## config.mk

```make
export PLATFORM = sky130hd
export DESIGN_NAME = asop_core
export DESIGN_NICKNAME = d
export VERILOG_FILES = /design/src/logic/asop_pkg.sv /design/src/logic/asop_core.sv /design/src/logic/asop_buf.sv
export SDC_FILE = /design/constraint.sdc
export NUM_CORES = 1
export LEC_CHECK = 0
export BUFFER_PORTS_ARGS = -buffer_cell sky130_fd_sc_hd__buf_2
export CORE_MARGIN = 3
export CORE_UTILIZATION = 35
export DETAILED_ROUTE_END_ITERATION = 6
export PLACE_DENSITY = 0.52
export SLEW_MARGIN = 20
export SYNTH_ARGS = -nofsm -noshare
export SYNTH_HDL_FRONTEND = slang
export SYNTH_SLANG_ARGS = --single-unit
```

## constraint.sdc

```tcl
create_clock -name sys_clk_in -period 84.9 [get_ports sys_clk_in]
set_input_delay 8.49 -clock sys_clk_in [delete_from_list [all_inputs] [get_ports sys_clk_in]]
set_output_delay 8.49 -clock sys_clk_in [all_outputs]
set_load 0.01 [all_outputs]
```

## src/logic/asop_pkg.sv

```systemverilog
// constants and types shared by the converter output pipeline
// assumes a single system clock at the rate given below
package asop_pkg;

   // system clock rate
   localparam int SYS_CLK_MHZ = 40;

   // word widths
   localparam int LEVEL_W = 12;
   localparam int WORD_W = 8;
   localparam int CNT_W = 4;

   // printed times in ns
   localparam int APERTURE_DELAY_NS = 3;
   localparam int OUTPUT_UPDATE_DELAY_MIN_NS = 5;
   localparam int OUTPUT_UPDATE_DELAY_MAX_NS = 20;
   localparam int OUTPUT_HOLD_INTERVAL_NS = 10;
   localparam int WAKE_DELAY_NS = 140;

   // least times round up, longest time rounds down, never below one cycle
   localparam int APERTURE_CYC_I = (APERTURE_DELAY_NS * SYS_CLK_MHZ + 999) / 1000;
   localparam int HOLD_CYC_I = (OUTPUT_HOLD_INTERVAL_NS * SYS_CLK_MHZ + 999) / 1000;
   localparam int OD_MIN_CYC_I = (OUTPUT_UPDATE_DELAY_MIN_NS * SYS_CLK_MHZ + 999) / 1000;
   localparam int OD_MAX_CYC_I = (OUTPUT_UPDATE_DELAY_MAX_NS * SYS_CLK_MHZ) / 1000;
   localparam int WAKE_CYC_I = (WAKE_DELAY_NS * SYS_CLK_MHZ + 999) / 1000;
   localparam int OD_LO_I = (OD_MIN_CYC_I > HOLD_CYC_I) ? OD_MIN_CYC_I : HOLD_CYC_I;
   localparam int OD_HI_I = (OD_MAX_CYC_I < 1) ? 1 : OD_MAX_CYC_I;

   localparam logic [CNT_W-1:0] APERTURE_CYC =
      CNT_W'((APERTURE_CYC_I < 1) ? 1 : APERTURE_CYC_I);
   localparam logic [CNT_W-1:0] OD_MAX_CYC = CNT_W'((OD_MAX_CYC_I < 1) ? 1 : OD_MAX_CYC_I);
   localparam logic [CNT_W-1:0] UPDATE_CYC =
      CNT_W'((OD_LO_I < 1) ? 1 : ((OD_LO_I > OD_HI_I) ? OD_HI_I : OD_LO_I));
   localparam logic [CNT_W-1:0] WAKE_CYC = CNT_W'((WAKE_CYC_I < 1) ? 1 : WAKE_CYC_I);

   // reset values, all-ones word and count step
   localparam logic [WORD_W-1:0] WORD_RESET = 8'h00;
   localparam logic [WORD_W-1:0] WORD_ALL_ONES = 8'hFF;
   localparam logic [LEVEL_W-1:0] LEVEL_RESET = 12'h000;
   localparam logic [CNT_W-1:0] CNT_RESET = 4'h0;
   localparam logic [CNT_W-1:0] CNT_ONE = 4'h1;

   // buffer occupancy codes
   localparam logic [1:0] BUF_EMPTY = 2'h0;
   localparam logic [1:0] BUF_ONE = 2'h1;
   localparam logic [1:0] BUF_FULL = 2'h2;

   // power modes
   typedef enum logic [1:0] {
      ASOP_ASLEEP,
      ASOP_WAKING,
      ASOP_ACTIVE
   } asop_mode_t;

endpackage

```

## src/logic/asop_core.sv

```systemverilog
// sampling converter output pipeline: samples on sample clock fall, presents
// clamped straight-binary words 2.5 sample clocks later, sleeps on request
// assumes sys_clk_in runs well above twice the sample clock rate; the sample
// clock, sleep pin and level inputs are asynchronous and are synchronised here

// Operation
// (RQ1) capture input level on every sample clock fall, after aperture delay
// (RQ2) word appears 2.5 sample clocks after its fall, plus update delay
// (RQ3) one new word per sample clock, fixed latency
// (RQ4) output word changes only after update delay from sample clock rise
// (RQ5) previous word held for the hold interval after each rise
// (RQ6) eight-bit words at rates up to 55 MSPS; at 40 MHz sys_clk_in the core handles rates well below 20 MSPS
// (RQ7) input below bottom ladder level gives all zeros
// (RQ8) input above top ladder level gives all ones
// (RQ9) conversion continues while the sample clock runs
// (RQ10) sleep request high stops conversion and floats outputs
// (RQ11) after sleep release, wake delay passes before words are valid
// (RQ12) capture logic latches words on the rising sample clock edge; the bench capture model takes them on sys_clk_in rises by valid and ready
// (RQ13) sample clock between 1 and 55 MHz, near 50 percent duty; at 40 MHz sys_clk_in the core needs it well below 20 MHz
// (RQ14) data valid no later than 20 ns after the rising edge; the core loads it three sys_clk_in cycles (75 ns) or more after the pin rise
// (RQ15) straight binary coding, monotonic between ladder levels
module asop_core (
   input wire logic sys_clk_in,
   input wire logic rstn_in,
   input wire logic sample_clk_in,
   input wire logic sleep_request_pin_in,
   input wire logic [11:0] analog_level_in,
   input wire logic [11:0] ladder_top_level_in,
   input wire logic [11:0] ladder_bottom_level_in,
   output logic [7:0] word_data_out,
   output logic word_oe_out,
   output logic word_valid_out,
   input wire logic word_ready_in
);

   typedef struct packed {
      logic smp_s1;
      logic smp_s2;
      logic smp_s3;
      logic pd_s1;
      logic pd_s2;
      logic [11:0] lvl_s1;
      logic [11:0] lvl_s2;
      logic [11:0] top_s1;
      logic [11:0] top_s2;
      logic [11:0] bot_s1;
      logic [11:0] bot_s2;
      asop_pkg::asop_mode_t mode;
      logic [3:0] wake_cnt;
      logic [3:0] ap_cnt;
      logic [7:0] hold;
      logic hold_ok;
      logic [7:0] p0;
      logic p0_ok;
      logic [7:0] p1;
      logic p1_ok;
      logic [3:0] upd_cnt;
      logic [7:0] data;
      logic valid;
      logic oe;
   } asop_st_t;

   asop_st_t st_r;
   asop_st_t st_nxt;
   logic buf_flush;
   logic buf_in_valid;
   logic buf_in_ready;
   logic buf_out_valid;
   logic [7:0] buf_out_data;
   logic buf_out_ready;

   // straight binary quantiser with clamping at both ladder ends
   function automatic logic [7:0] asop_quantise(input logic [11:0] lvl,
                                                input logic [11:0] top,
                                                input logic [11:0] bot);
      logic [19:0] num;
      logic [19:0] span;
      logic [19:0] q;
      num = 20'h00000;
      span = 20'h00001;
      q = 20'h00000;
      if (lvl <= bot) begin
         asop_quantise = asop_pkg::WORD_RESET; // RQ7
      end else if (lvl >= top) begin
         asop_quantise = asop_pkg::WORD_ALL_ONES; // RQ8
      end else begin
         num = {8'h00, 12'(lvl - bot)} << 8;
         span = {8'h00, 12'(top - bot)};
         q = num / span; // RQ15
         asop_quantise = (q > 20'h000FF) ? asop_pkg::WORD_ALL_ONES : q[7:0];
      end
   endfunction

   // outputs straight from the state register
   assign word_data_out = st_r.data; // RQ6
   assign word_oe_out = st_r.oe;
   assign word_valid_out = st_r.valid;

   // two-entry buffer between pipeline and output register
   asop_buf u_buf (
      .sys_clk_in(sys_clk_in),
      .rstn_in(rstn_in),
      .flush_in(buf_flush),
      .in_valid_in(buf_in_valid),
      .in_data_in(st_r.p1),
      .in_ready_out(buf_in_ready),
      .out_valid_out(buf_out_valid),
      .out_data_out(buf_out_data),
      .out_ready_in(buf_out_ready)
   );

   // next-state logic: sync, mode, sampling, pipeline and output stage
   always_comb begin
      logic rise;
      logic fall;
      logic awake;
      logic fire;
      logic advance;
      logic take;
      st_nxt = st_r;
      rise = st_r.smp_s2 && !st_r.smp_s3; // RQ9
      fall = !st_r.smp_s2 && st_r.smp_s3;
      awake = (st_r.mode == asop_pkg::ASOP_ACTIVE);
      fire = (st_r.upd_cnt == asop_pkg::CNT_ONE);
      buf_flush = !awake;
      buf_in_valid = awake && rise && st_r.p1_ok;
      advance = rise && (!st_r.p1_ok || buf_in_ready); // buffer full stalls the pipe
      take = fire && (!st_r.valid || word_ready_in);
      buf_out_ready = awake && take;
      // two-stage synchronisers; first stages feed only second stages
      st_nxt.smp_s1 = sample_clk_in;
      st_nxt.smp_s2 = st_r.smp_s1;
      st_nxt.smp_s3 = st_r.smp_s2;
      st_nxt.pd_s1 = sleep_request_pin_in;
      st_nxt.pd_s2 = st_r.pd_s1;
      st_nxt.lvl_s1 = analog_level_in;
      st_nxt.lvl_s2 = st_r.lvl_s1;
      st_nxt.top_s1 = ladder_top_level_in;
      st_nxt.top_s2 = st_r.top_s1;
      st_nxt.bot_s1 = ladder_bottom_level_in;
      st_nxt.bot_s2 = st_r.bot_s1;
      // power mode sequencing
      unique case (st_r.mode)
         asop_pkg::ASOP_ASLEEP: begin
            if (!st_r.pd_s2) begin
               st_nxt.mode = asop_pkg::ASOP_WAKING;
               st_nxt.wake_cnt = asop_pkg::WAKE_CYC;
            end
         end
         asop_pkg::ASOP_WAKING: begin
            if (st_r.pd_s2) begin
               st_nxt.mode = asop_pkg::ASOP_ASLEEP; // RQ10
            end else if (st_r.wake_cnt == asop_pkg::CNT_ONE) begin
               st_nxt.mode = asop_pkg::ASOP_ACTIVE; // RQ11
            end else begin
               st_nxt.wake_cnt = st_r.wake_cnt - asop_pkg::CNT_ONE;
            end
         end
         asop_pkg::ASOP_ACTIVE: begin
            if (st_r.pd_s2) begin
               st_nxt.mode = asop_pkg::ASOP_ASLEEP; // RQ10
            end
         end
      endcase
      if (!awake) begin
         // asleep or waking: nothing converts, pins float
         st_nxt.ap_cnt = asop_pkg::CNT_RESET;
         st_nxt.hold_ok = 1'b0;
         st_nxt.p0_ok = 1'b0;
         st_nxt.p1_ok = 1'b0;
         st_nxt.upd_cnt = asop_pkg::CNT_RESET;
         st_nxt.valid = 1'b0;
         st_nxt.oe = 1'b0; // RQ10
      end else begin
         st_nxt.oe = !st_r.pd_s2;
         // aperture delay then hold on each fall
         if (fall) begin
            st_nxt.ap_cnt = asop_pkg::APERTURE_CYC; // RQ1
         end else if (st_r.ap_cnt != asop_pkg::CNT_RESET) begin
            st_nxt.ap_cnt = st_r.ap_cnt - asop_pkg::CNT_ONE;
            if (st_r.ap_cnt == asop_pkg::CNT_ONE) begin
               st_nxt.hold = asop_quantise(st_r.lvl_s2, st_r.top_s2, st_r.bot_s2); // RQ1
               st_nxt.hold_ok = 1'b1;
            end
         end
         // three rises after the fall the word reaches the buffer
         if (advance) begin
            st_nxt.p0 = st_r.hold; // RQ2
            st_nxt.p0_ok = st_r.hold_ok;
            st_nxt.p1 = st_r.p0; // RQ3
            st_nxt.p1_ok = st_r.p0_ok;
         end
         // update delay timer started at each rise
         if (rise) begin
            st_nxt.upd_cnt = asop_pkg::UPDATE_CYC; // RQ4
         end else if (st_r.upd_cnt != asop_pkg::CNT_RESET) begin
            st_nxt.upd_cnt = st_r.upd_cnt - asop_pkg::CNT_ONE;
         end
         // old word stays until the timer fires
         if (st_r.valid && word_ready_in) begin
            st_nxt.valid = 1'b0;
         end
         if (take && buf_out_valid) begin
            st_nxt.data = buf_out_data; // RQ5
            st_nxt.valid = 1'b1; // RQ14
         end
         // pins float on sleep entry, so a waiting word goes with them
         if (st_r.pd_s2) begin
            st_nxt.valid = 1'b0; // RQ10
         end
      end
   end

   // state register with synchronous reset
   always_ff @(posedge sys_clk_in) begin
      if (!rstn_in) begin
         st_r <= '0;
         st_r.mode <= asop_pkg::ASOP_ASLEEP;
      end else begin
         st_r <= st_nxt;
      end
   end

endmodule

```

## src/logic/asop_buf.sv

```systemverilog
// two-entry word buffer with valid and ready on both sides
// assumes the same clock and synchronous reset as its parent
module asop_buf (
   input wire logic sys_clk_in,
   input wire logic rstn_in,
   input wire logic flush_in,
   input wire logic in_valid_in,
   input wire logic [7:0] in_data_in,
   output logic in_ready_out,
   output logic out_valid_out,
   output logic [7:0] out_data_out,
   input wire logic out_ready_in
);

   typedef struct packed {
      logic [7:0] data0;
      logic [7:0] data1;
      logic [1:0] count;
   } asop_buf_st_t;

   asop_buf_st_t st_r;
   asop_buf_st_t st_nxt;
   logic push;
   logic pop;

   // handshake terms from occupancy
   assign in_ready_out = (st_r.count != asop_pkg::BUF_FULL);
   assign out_valid_out = (st_r.count != asop_pkg::BUF_EMPTY);
   assign out_data_out = st_r.data0;
   assign push = in_valid_in && in_ready_out;
   assign pop = out_ready_in && out_valid_out;

   // entry moves; oldest word always sits in data0
   always_comb begin
      st_nxt = st_r;
      if (flush_in) begin
         st_nxt.count = asop_pkg::BUF_EMPTY;
      end else if (push && pop) begin
         if (st_r.count == asop_pkg::BUF_ONE) begin
            st_nxt.data0 = in_data_in;
         end else begin
            st_nxt.data0 = st_r.data1;
            st_nxt.data1 = in_data_in;
         end
      end else if (pop) begin
         st_nxt.data0 = st_r.data1;
         st_nxt.count = st_r.count - 2'h1;
      end else if (push) begin
         if (st_r.count == asop_pkg::BUF_EMPTY) begin
            st_nxt.data0 = in_data_in;
         end else begin
            st_nxt.data1 = in_data_in;
         end
         st_nxt.count = st_r.count + 2'h1;
      end
   end

   // state register
   always_ff @(posedge sys_clk_in) begin
      if (!rstn_in) begin
         st_r <= '0;
      end else begin
         st_r <= st_nxt;
      end
   end

endmodule

```

After elaboration in Yosys (flattened, before gate mapping)
Index checks and enable logic that the tools add are counted.
{"block": "word_totals", "ff_bits": 146, "latchBits": 0, "ram_bits": 0, "mem_bits_ro": 0, "input_bits": 41, "out_inout_bits": 10, "elab_cells": 131, "n_memories": 0}
{"block": "classes", "add_sub_neg": 7, "mul": 0, "div": 1, "n_lt_le_gt_ge": 3, "eq_ne": 15, "shifts": 0, "n_mux": 27, "n_bitwise": 4, "n_reduce_logical": 45}
{"cell": "$mux 8", "n": 9}
{"cell": "$sub 12x12->12", "n": 2}
{"cell": "$div 20x12->20", "n": 1}
{"cell": "$gt 20x8->1 const B", "n": 1}
{"cell": "$mux 18", "n": 1}
{"cell": "$mux 16", "n": 1}
{"cell": "$ne 2x2->1 const B", "n": 7}
{"cell": "$reduce_bool 2->1", "n": 7}
{"cell": "$eq 4x1->1 const B", "n": 3}
{"cell": "$ge 12x12->1", "n": 1}
{"cell": "$le 12x12->1", "n": 1}
{"cell": "$logic_and 1x1->1", "n": 12}
{"cell": "$sub 4x1->4 const B", "n": 3}
{"cell": "$mux 10", "n": 1}
{"cell": "$mux 9", "n": 1}
{"cell": "$reduce_and 3->1", "n": 3}
{"cell": "$reduce_or 3->1", "n": 3}
{"cell": "$mux 2", "n": 4}
{"cell": "$mux 4", "n": 2}
{"cell": "$pmux 4 s2", "n": 1}
{"cell": "$reduce_and 2->1", "n": 4}
{"cell": "$reduce_and 4->1", "n": 2}
{"cell": "$reduce_bool 4->1", "n": 2}
{"cell": "$mux 6", "n": 1}
{"cell": "other kinds (14)", "n": 29}

Longest topological paths before layout
Gate-level depths: netlist of the first run.
{"block": "depth", "ltp_word": 9, "depth_mapped": 243}

Modules after synthesis
A second synthesis of the first run with hierarchy kept.
{"block": "hier_totals", "cells_unflattened": 2093, "area_unflattened_um2": 16398.2}
{"module": "asop_core", "n_inst": 1, "cells_per_inst": 1974, "area_each_um2": 15334.7, "seq_area_each_um2": 2562.5}
{"module": "asop_buf", "n_inst": 1, "cells_per_inst": 119, "area_each_um2": 1063.5, "seq_area_each_um2": 360.3}

Worst setup path after synthesis of the first run
Ideal clock, no wire load.
{"block": "synth_timing", "path_kind": "reg2reg", "start": "reg st_r[75] (netlist name)", "end": "reg st_r[33] (netlist name)", "t_arrival_ns": 43.520, "t_required_ns": 84.778, "slack_ns": 41.258, "path_stages_with_launch": 236, "path_buffers": 17, "path_cell_list": "dfxtp_1 inv_1 ha_1 inv_1 fa_1 a21o_1 a21oi_2 nor2_1 xnor2_2 nand3_2 nor2_1 clkbuf_1 nand2_1 nor3_1 a21oi_1 a21oi_1 ha_1 o21a_1 [200 not listed] a21o_1 a21o_1 a21o_1 a21o_1 and4bb_1 buf_2 nand2_1 o31ai_1 ha_1 a21o_1 a21o_1 a21oi_1 nor2_1 or3b_2 a21oi_1 nand4b_1 a21o_1 o311a_1"}
{"block": "synth_via", "elab_chain_cells": 6, "elab_cells_between_ends": 7, "cone_classes": "1 x add/sub; 1 x div; 2 x order compare; 3 x mux"}
{"item": "start: declaration", "line": "asop_core.sv:63", "rtl": "asop_st_t st_r;"}
{"item": "start signal: assignment", "line": "asop_core.sv:220", "rtl": "st_r <= st_nxt;"}
{"item": "$sub 12x12->12", "line": "asop_core.sv:88", "rtl": "span = {8'h00, 12'(top - bot)};"}
{"item": "$div 20x12->20", "line": "asop_core.sv:89", "rtl": "q = num / span;"}
{"item": "$gt 20x8->1", "line": "asop_core.sv:90", "rtl": "asop_quantise = (q > 20'h000FF) ? asop_pkg::WORD_ALL_ONES : q[7:0];"}
{"item": "$mux 8", "line": "asop_core.sv:90"}
{"item": "$mux 8 (*)", "line": "asop_core.sv:84", "rtl": "end else if (lvl >= top) begin"}
{"item": "$mux 8 (*)", "line": "asop_core.sv:82", "rtl": "if (lvl <= bot) begin"}
Mark *: on every way between the ends. The rest lies on a longest branch, timed or not.
A chain may end at the register's enable or synchronous reset.

Final worst setup path of the first run
{"block": "layout_timing", "start": "reg st_r[55] (netlist name)", "end": "reg st_r[33] (netlist name)"}
{"block": "layout_via", "elab_chain_cells": 6, "elab_cells_between_ends": 8, "cone_classes": "2 x add/sub; 1 x div; 2 x order compare; 3 x mux"}
{"item": "$sub 12x12->12, on equally long branches", "line": "asop_core.sv:87, asop_core.sv:88"}
{"item": "$div 20x12->20", "line": "asop_core.sv:89"}
{"item": "$gt 20x8->1", "line": "asop_core.sv:90"}
{"item": "$mux 8", "line": "asop_core.sv:90"}
{"item": "$mux 8", "line": "asop_core.sv:84"}
{"item": "$mux 8 (*)", "line": "asop_core.sv:82"}
Marked as above.

==> metrics.cfg, run 1 <==
[sta]
fin_setup_tns_ns = 0
maxSlewViolCount = 0
period_minus_slack_ns = 50.56
rsz0062_at_grt = no
relSlewSlack_pct = 31.7
finalWorstSetupSlack_ns = 34.34
fmax_mhz = 19.8
final-hold-violation-count = 0
clock_skew_ns = 0.0116
setup-violations-final = 0
worst_pin_slew_ns = 1.02
fin_crit_sh_pct = 59.6

[route]
vias_per_cell = 5.58
vias = 15590
drc = 0
drt-total-wl_um = 48100
first_pass_iters = 6
wl_per_cell_um = 17.2
drt_iter0_markers = 1023
ant_nets = 0

[die]
fp.dieW_um = 224
ioPinCount = 51
die_area_mm2 = 0.0500
fp-row-count = 79
core-area_mm2 = 0.0467
initial_utilization_pct = 35.5
die_h_um = 224

[clocking]
cts_resized = 0
h-tree-depth = 4
insertion_delay_ns = 0.42
cts_tree = yes
postCtsSetupRepairBufs = 0
cts_hold_buffers = 0
cts_sinks = 146
clk_path_buf_depth = 2
clk_pin_slew_ns = 0.06
cts_buffers = 17
root_buffer = clkbuf_16

[yosys]
synthFlopType = dfxtp_1
async_reset_ff_share_pct = 0
syn_inst = 2157
syn_nets = 2417
ys_types = 100
avgSynthCellArea_um2 = 7.69
netlist_area_mm2 = 0.0166
yosysSeqAreaShare_pct = 17.6
yosys_warnings = 0
synth-seq-cells = 146
synth-edff-count = 0

[worst_setup_path]
cp-start-kind = register
arrival_ns = 50.86
max_stage_delay_ns = 0.84
cp_data_required_time_ns = 85.20
cpMostUsedCell = o21ai_0
cp_max_fo = 27
critPathKind = reg2reg
cp-end-kind = register
cpMaxStageDelayCell = a21oi_1

[global_route]
grt_max_degree = 133
grt_overflow_total = 0
antenna_found_initial = 2
grt_pass1_wl_um = 78000
grt_pass1_vias = 15010
grt_use_total_pct = 18.9

[layout]
nNetsFinal = 2435
design_area_mm2 = 0.0180
final_layout_size_suffix_gt1_share_pct = 8.68
syn2layout_area_growth_pct = 8.40
nFillCells = 4801

[place]
dp_hpwl_um = 37500
io_buffer_count = 50
place_area_mm2 = 0.0174
place_ws_ns = 35.46
globalplace.congestion = 0.923

[hold_path]
hp-class = reg2reg

[run_status]
outcome = finished, final reports clean

[run]
maxCapViolCount = 0

## worst max-delay path, delay by kind of cell, from the launching register on
family | cells | cell delay, ns
adder cells (fa/ha/maj) | 21 | 6.66
AO/OA/AOI/OAI | 124 | 28.63
flip-flops | 1 | 0.31
multiplexers | 4 | 1.28
AND/OR/NAND/NOR | 58 | 12.04
buffers and inverters | 8 | 1.42
## synth_stat cells (56+ instances only)
| master | count | area, um2 |
|---|---|---|
| o21a_1 | 56 | 420 |
| and2_1 | 101 | 632 |
| nor2_1 | 167 | 627 |
| inv_1 | 108 | 405 |
| ha_1 | 216 | 2700 |
| o21ai_0 | 115 | 576 |
| nand2_1 | 221 | 830 |
| nor3_1 | 57 | 285 |
| a21oi_1 | 152 | 761 |
| dfxtp_1 | 146 | 2920 |
| a21o_1 | 61 | 458 |
| xnor2_1 | 86 | 753 |
## metrics by stage
stage	hold slack, ns	util [%]	instances
6_report	0.431	38.5	2796
5_1_grt	0.438	38.5	2795
4_1_cts	0.433	38.5	2795
3_5_place_dp	0.419	37.3	2763
3_3_place_gp	0.416	37.3	2763
2_1_floorplan	0.412	-	2157
## worst paths after layout
path | start | end | slack [ns] | cells past startpoint
hold / removal | st_nxt[101] | st_r[101] | 0.43 | 1
setup reg to reg | st_r[55] | st_r[33] | 34.34 | 215
setup / recovery | st_r[55] | st_r[33] | 34.34 | 215
hold reg to reg | st_nxt[101] | st_r[101] | 0.43 | 1
## metal layers
metal,global-route usage (%),share of wire [%],up-vias
met5,0,0.027,-
met3,2.28,4.9,55
met4,4.68,1.8,2
li1,-,-,7878
met1,27.1,50,7231
met2,30.3,44,424
## placed cells by master (no fill, tap or decap), types with 18 or more instances in the layout
cell type  synthesis  layout
or2_2             18      18
nand3_1           37      37
o21a_1            56      56
nor2_1           167     167
nor2b_1           39      39
a21o_1            61      61
and2_1           101     101
nand2_1          221     221
a21boi_0          38      38
nand4_1           28      28
xnor2_1           86      85
a21oi_1          152     152
nand2b_1          27      27
o21ai_0          115     115
nor3_1            57      57
dfxtp_1          146     146
xor2_1            36      36
ha_1             216     216
or3_1             21      21
buf_2              7      49
mux2i_1           39      39
inv_1            108     108
o31ai_1           29      29
mux2_2            40      40
## flip-flops by register name, indices dropped and copies added, names as in the netlist
register,count
word_oe_out,1
u_buf.st_r,10
st_r,79
word_valid_out,1
st_nxt,39
u_buf.out_data_out,8
word_data_out,8
## kinds of logic (layout without fill, tap and decap cells)
logic type	Yosys count	after routing	share of synthesized area, %
other	0	1	0
XOR/XNOR	124	124	6.68
flip-flops	146	146	17.6
buffers and inverters	177	208	4.45
multiplexers	81	81	5.23
AO/OA/AOI/OAI	635	635	26.1
AND/OR/NAND/NOR	775	775	23.3
adder cells (fa/ha/maj)	219	219	16.7
## area by class of cell
type	count	area [um2]	share of cell area, %
multi-input combinational	1834	12900	72.0
sequential	146	2920	16.3
tap	607	759	4.23
clock buffer	20	457	2.54
inverter	110	413	2.30
timing repair buffer	66	373	2.07
clock inverter	12	97.6	0.543
antenna	1	2.50	0.0139
Power of run 1 is left out: the tool's default activity adds up to more than one toggle a clock period on the data nets, which glitch-free logic cannot reach.
==> inputs of run 2 (changes only) <==
--- a/config.mk
+++ b/config.mk
@@ -9,7 +9,7 @@
 export CORE_MARGIN = 3
 export CORE_UTILIZATION = 35
 export DETAILED_ROUTE_END_ITERATION = 6
-export PLACE_DENSITY = 0.52
+export PLACE_DENSITY = 0.54
 export SLEW_MARGIN = 20
 export SYNTH_ARGS = -nofsm -noshare
 export SYNTH_HDL_FRONTEND = slang
==> constraint.sdc (replaced) <==
create_clock -name sys_clk_in -period 43.9 [get_ports sys_clk_in]
set_input_delay 4.39 -clock sys_clk_in [delete_from_list [all_inputs] [get_ports sys_clk_in]]
set_output_delay 4.39 -clock sys_clk_in [all_outputs]
set_load 0.01 [all_outputs]
==> metrics.cfg, run 2 (synthesis gave the netlist of run 1 again) <==
[layout]
top_register = st_r
syn2layout_area_growth_pct = 13.8
largest_reg_flops = 79
antenna_cells = 0
final_common_cell = nand2_1
final_layout_size_suffix_gt1_share_pct = 14.4
nNetsFinal = 2497
layout_common_cells = 217 x nand2_1, 209 x ha_1, 157 x nor2_1
fin_util_pct = 40.4
design_area_mm2 = 0.0189

[die]
initial_utilization_pct = 35.5
die_area_mm2 = 0.0500
core-area_mm2 = 0.0467
ioPinCount = 51
fp-row-count = 79
fp.dieW_um = 224
die_h_um = 224

[route]
drc = 0
vias = 15920
drt_iter0_markers = 1115
ant_nets = 0
wl_per_cell_um = 17.3
drt-total-wl_um = 49400
first_pass_iters = 5
vias_per_cell = 5.57

[sta]
worst_pin_slew_ns = 1.00
setup-violations-final = 0
clock_skew_ns = 0.00926
maxSlewViolCount = 0
fin_setup_tns_ns = 0
fin_crit_sh_pct = 93.8
final-hold-violation-count = 0
period_minus_slack_ns = 41.19
finalWorstSetupSlack_ns = 2.71
fmax_mhz = 24.3
relSlewSlack_pct = 33.2

[place]
place_ws_ns = 0.00539
place_area_mm2 = 0.0178
io_buffer_count = 50
dp_hpwl_um = 38300
globalplace.congestion = 0.916

[clocking]
cts_sinks = 146
clk_path_buf_depth = 2
root_buffer = clkbuf_16
cts_tree = yes
h-tree-depth = 4
clk_pin_slew_ns = 0.06
insertion_delay_ns = 0.42
cts_buffers = 17
cts_hold_buffers = 0

[run_status]
outcome = finished, final reports clean

[global_route]
grt_overflow_total = 0
grt_use_total_pct = 19.0
antenna_found_initial = 0
grt_max_degree = 134
grt_pass1_vias = 14979
grt_pass1_wl_um = 77900

[worst_setup_path]
arrival_ns = 41.50
cpMostUsedCell = o21a_1
cp-start-kind = register
cp_max_fo = 15
cp_data_required_time_ns = 44.21
critPathKind = reg2reg
max_stage_delay_ns = 0.63
cp-end-kind = register
cpMaxStageDelayCell = or4b_2

[hold_path]
hp-class = reg2reg

[run]
maxCapViolCount = 0

run 2: cell types whose count changed in the layout (fill, tap and decap cells not counted), sizes merged:
cell,previous run,this run
clkbuf,20,19
diode,1,0
inv,115,111
clkinv,4,9
buf,66,127
bufinv,0,2
clkinvlp,3,1
and4bb,1,2
run 2: through the flow:
step	std cells	hold slack [ns]
detailed placement	2810	0.418
floorplan	2157	0.412
global route	2857	0.437
finish	2857	0.423
CTS	2844	0.425
global placement	2810	0.414
run 2: repair_timing:
action | 4_1_cts | 5_1_grt
endpoints found under the setup margin | 1 | 2
buffers inserted | 2 | 12
gates cloned | 0 | 1
pin swaps | 1 | 27
gates resized for setup | 1 | 110
run 2: routing by layer:
| metal | global-route usage, % | vias up | wire length, um |
|---|---|---|---|
| met5 | 0 | - | 0 |
| met4 | 4.73 | 0 | 931 |
| met3 | 2.84 | 64 | 2260 |
| li1 | - | 8004 | - |
| met1 | 26.3 | 7488 | 24000 |
| met2 | 31.0 | 364 | 22200 |
run 2: worst paths after layout:
check | from | end | slack (ns) | cells past startpoint
max reg2reg | st_r[53] | st_r[33] | 2.71 | 219
max | st_r[53] | st_r[33] | 2.71 | 219
min | st_nxt[107] | st_r[107] | 0.42 | 1
min reg2reg | st_nxt[107] | st_r[107] | 0.42 | 1
run 2: layout make-up:
class / instances / area [um2]
multi-input combinational: 1835 / 13300
inverter: 110 / 413
clock inverter: 13 / 136
fill: 4814 / 27800
sequential: 146 / 2920
timing repair buffer: 127 / 858
clock buffer: 19 / 433
tap: 607 / 759
run 2: worst max-delay path: cells and delay by family (launching register included):
kind            cells  cell delay, ns
simple gates       61           10.69
buf+inv            15            2.16
mux                 3            0.88
flops               1            0.31
compound gates    119           20.85
fa+ha+maj          21            6.09
Power of run 2 is left out for the same reason.
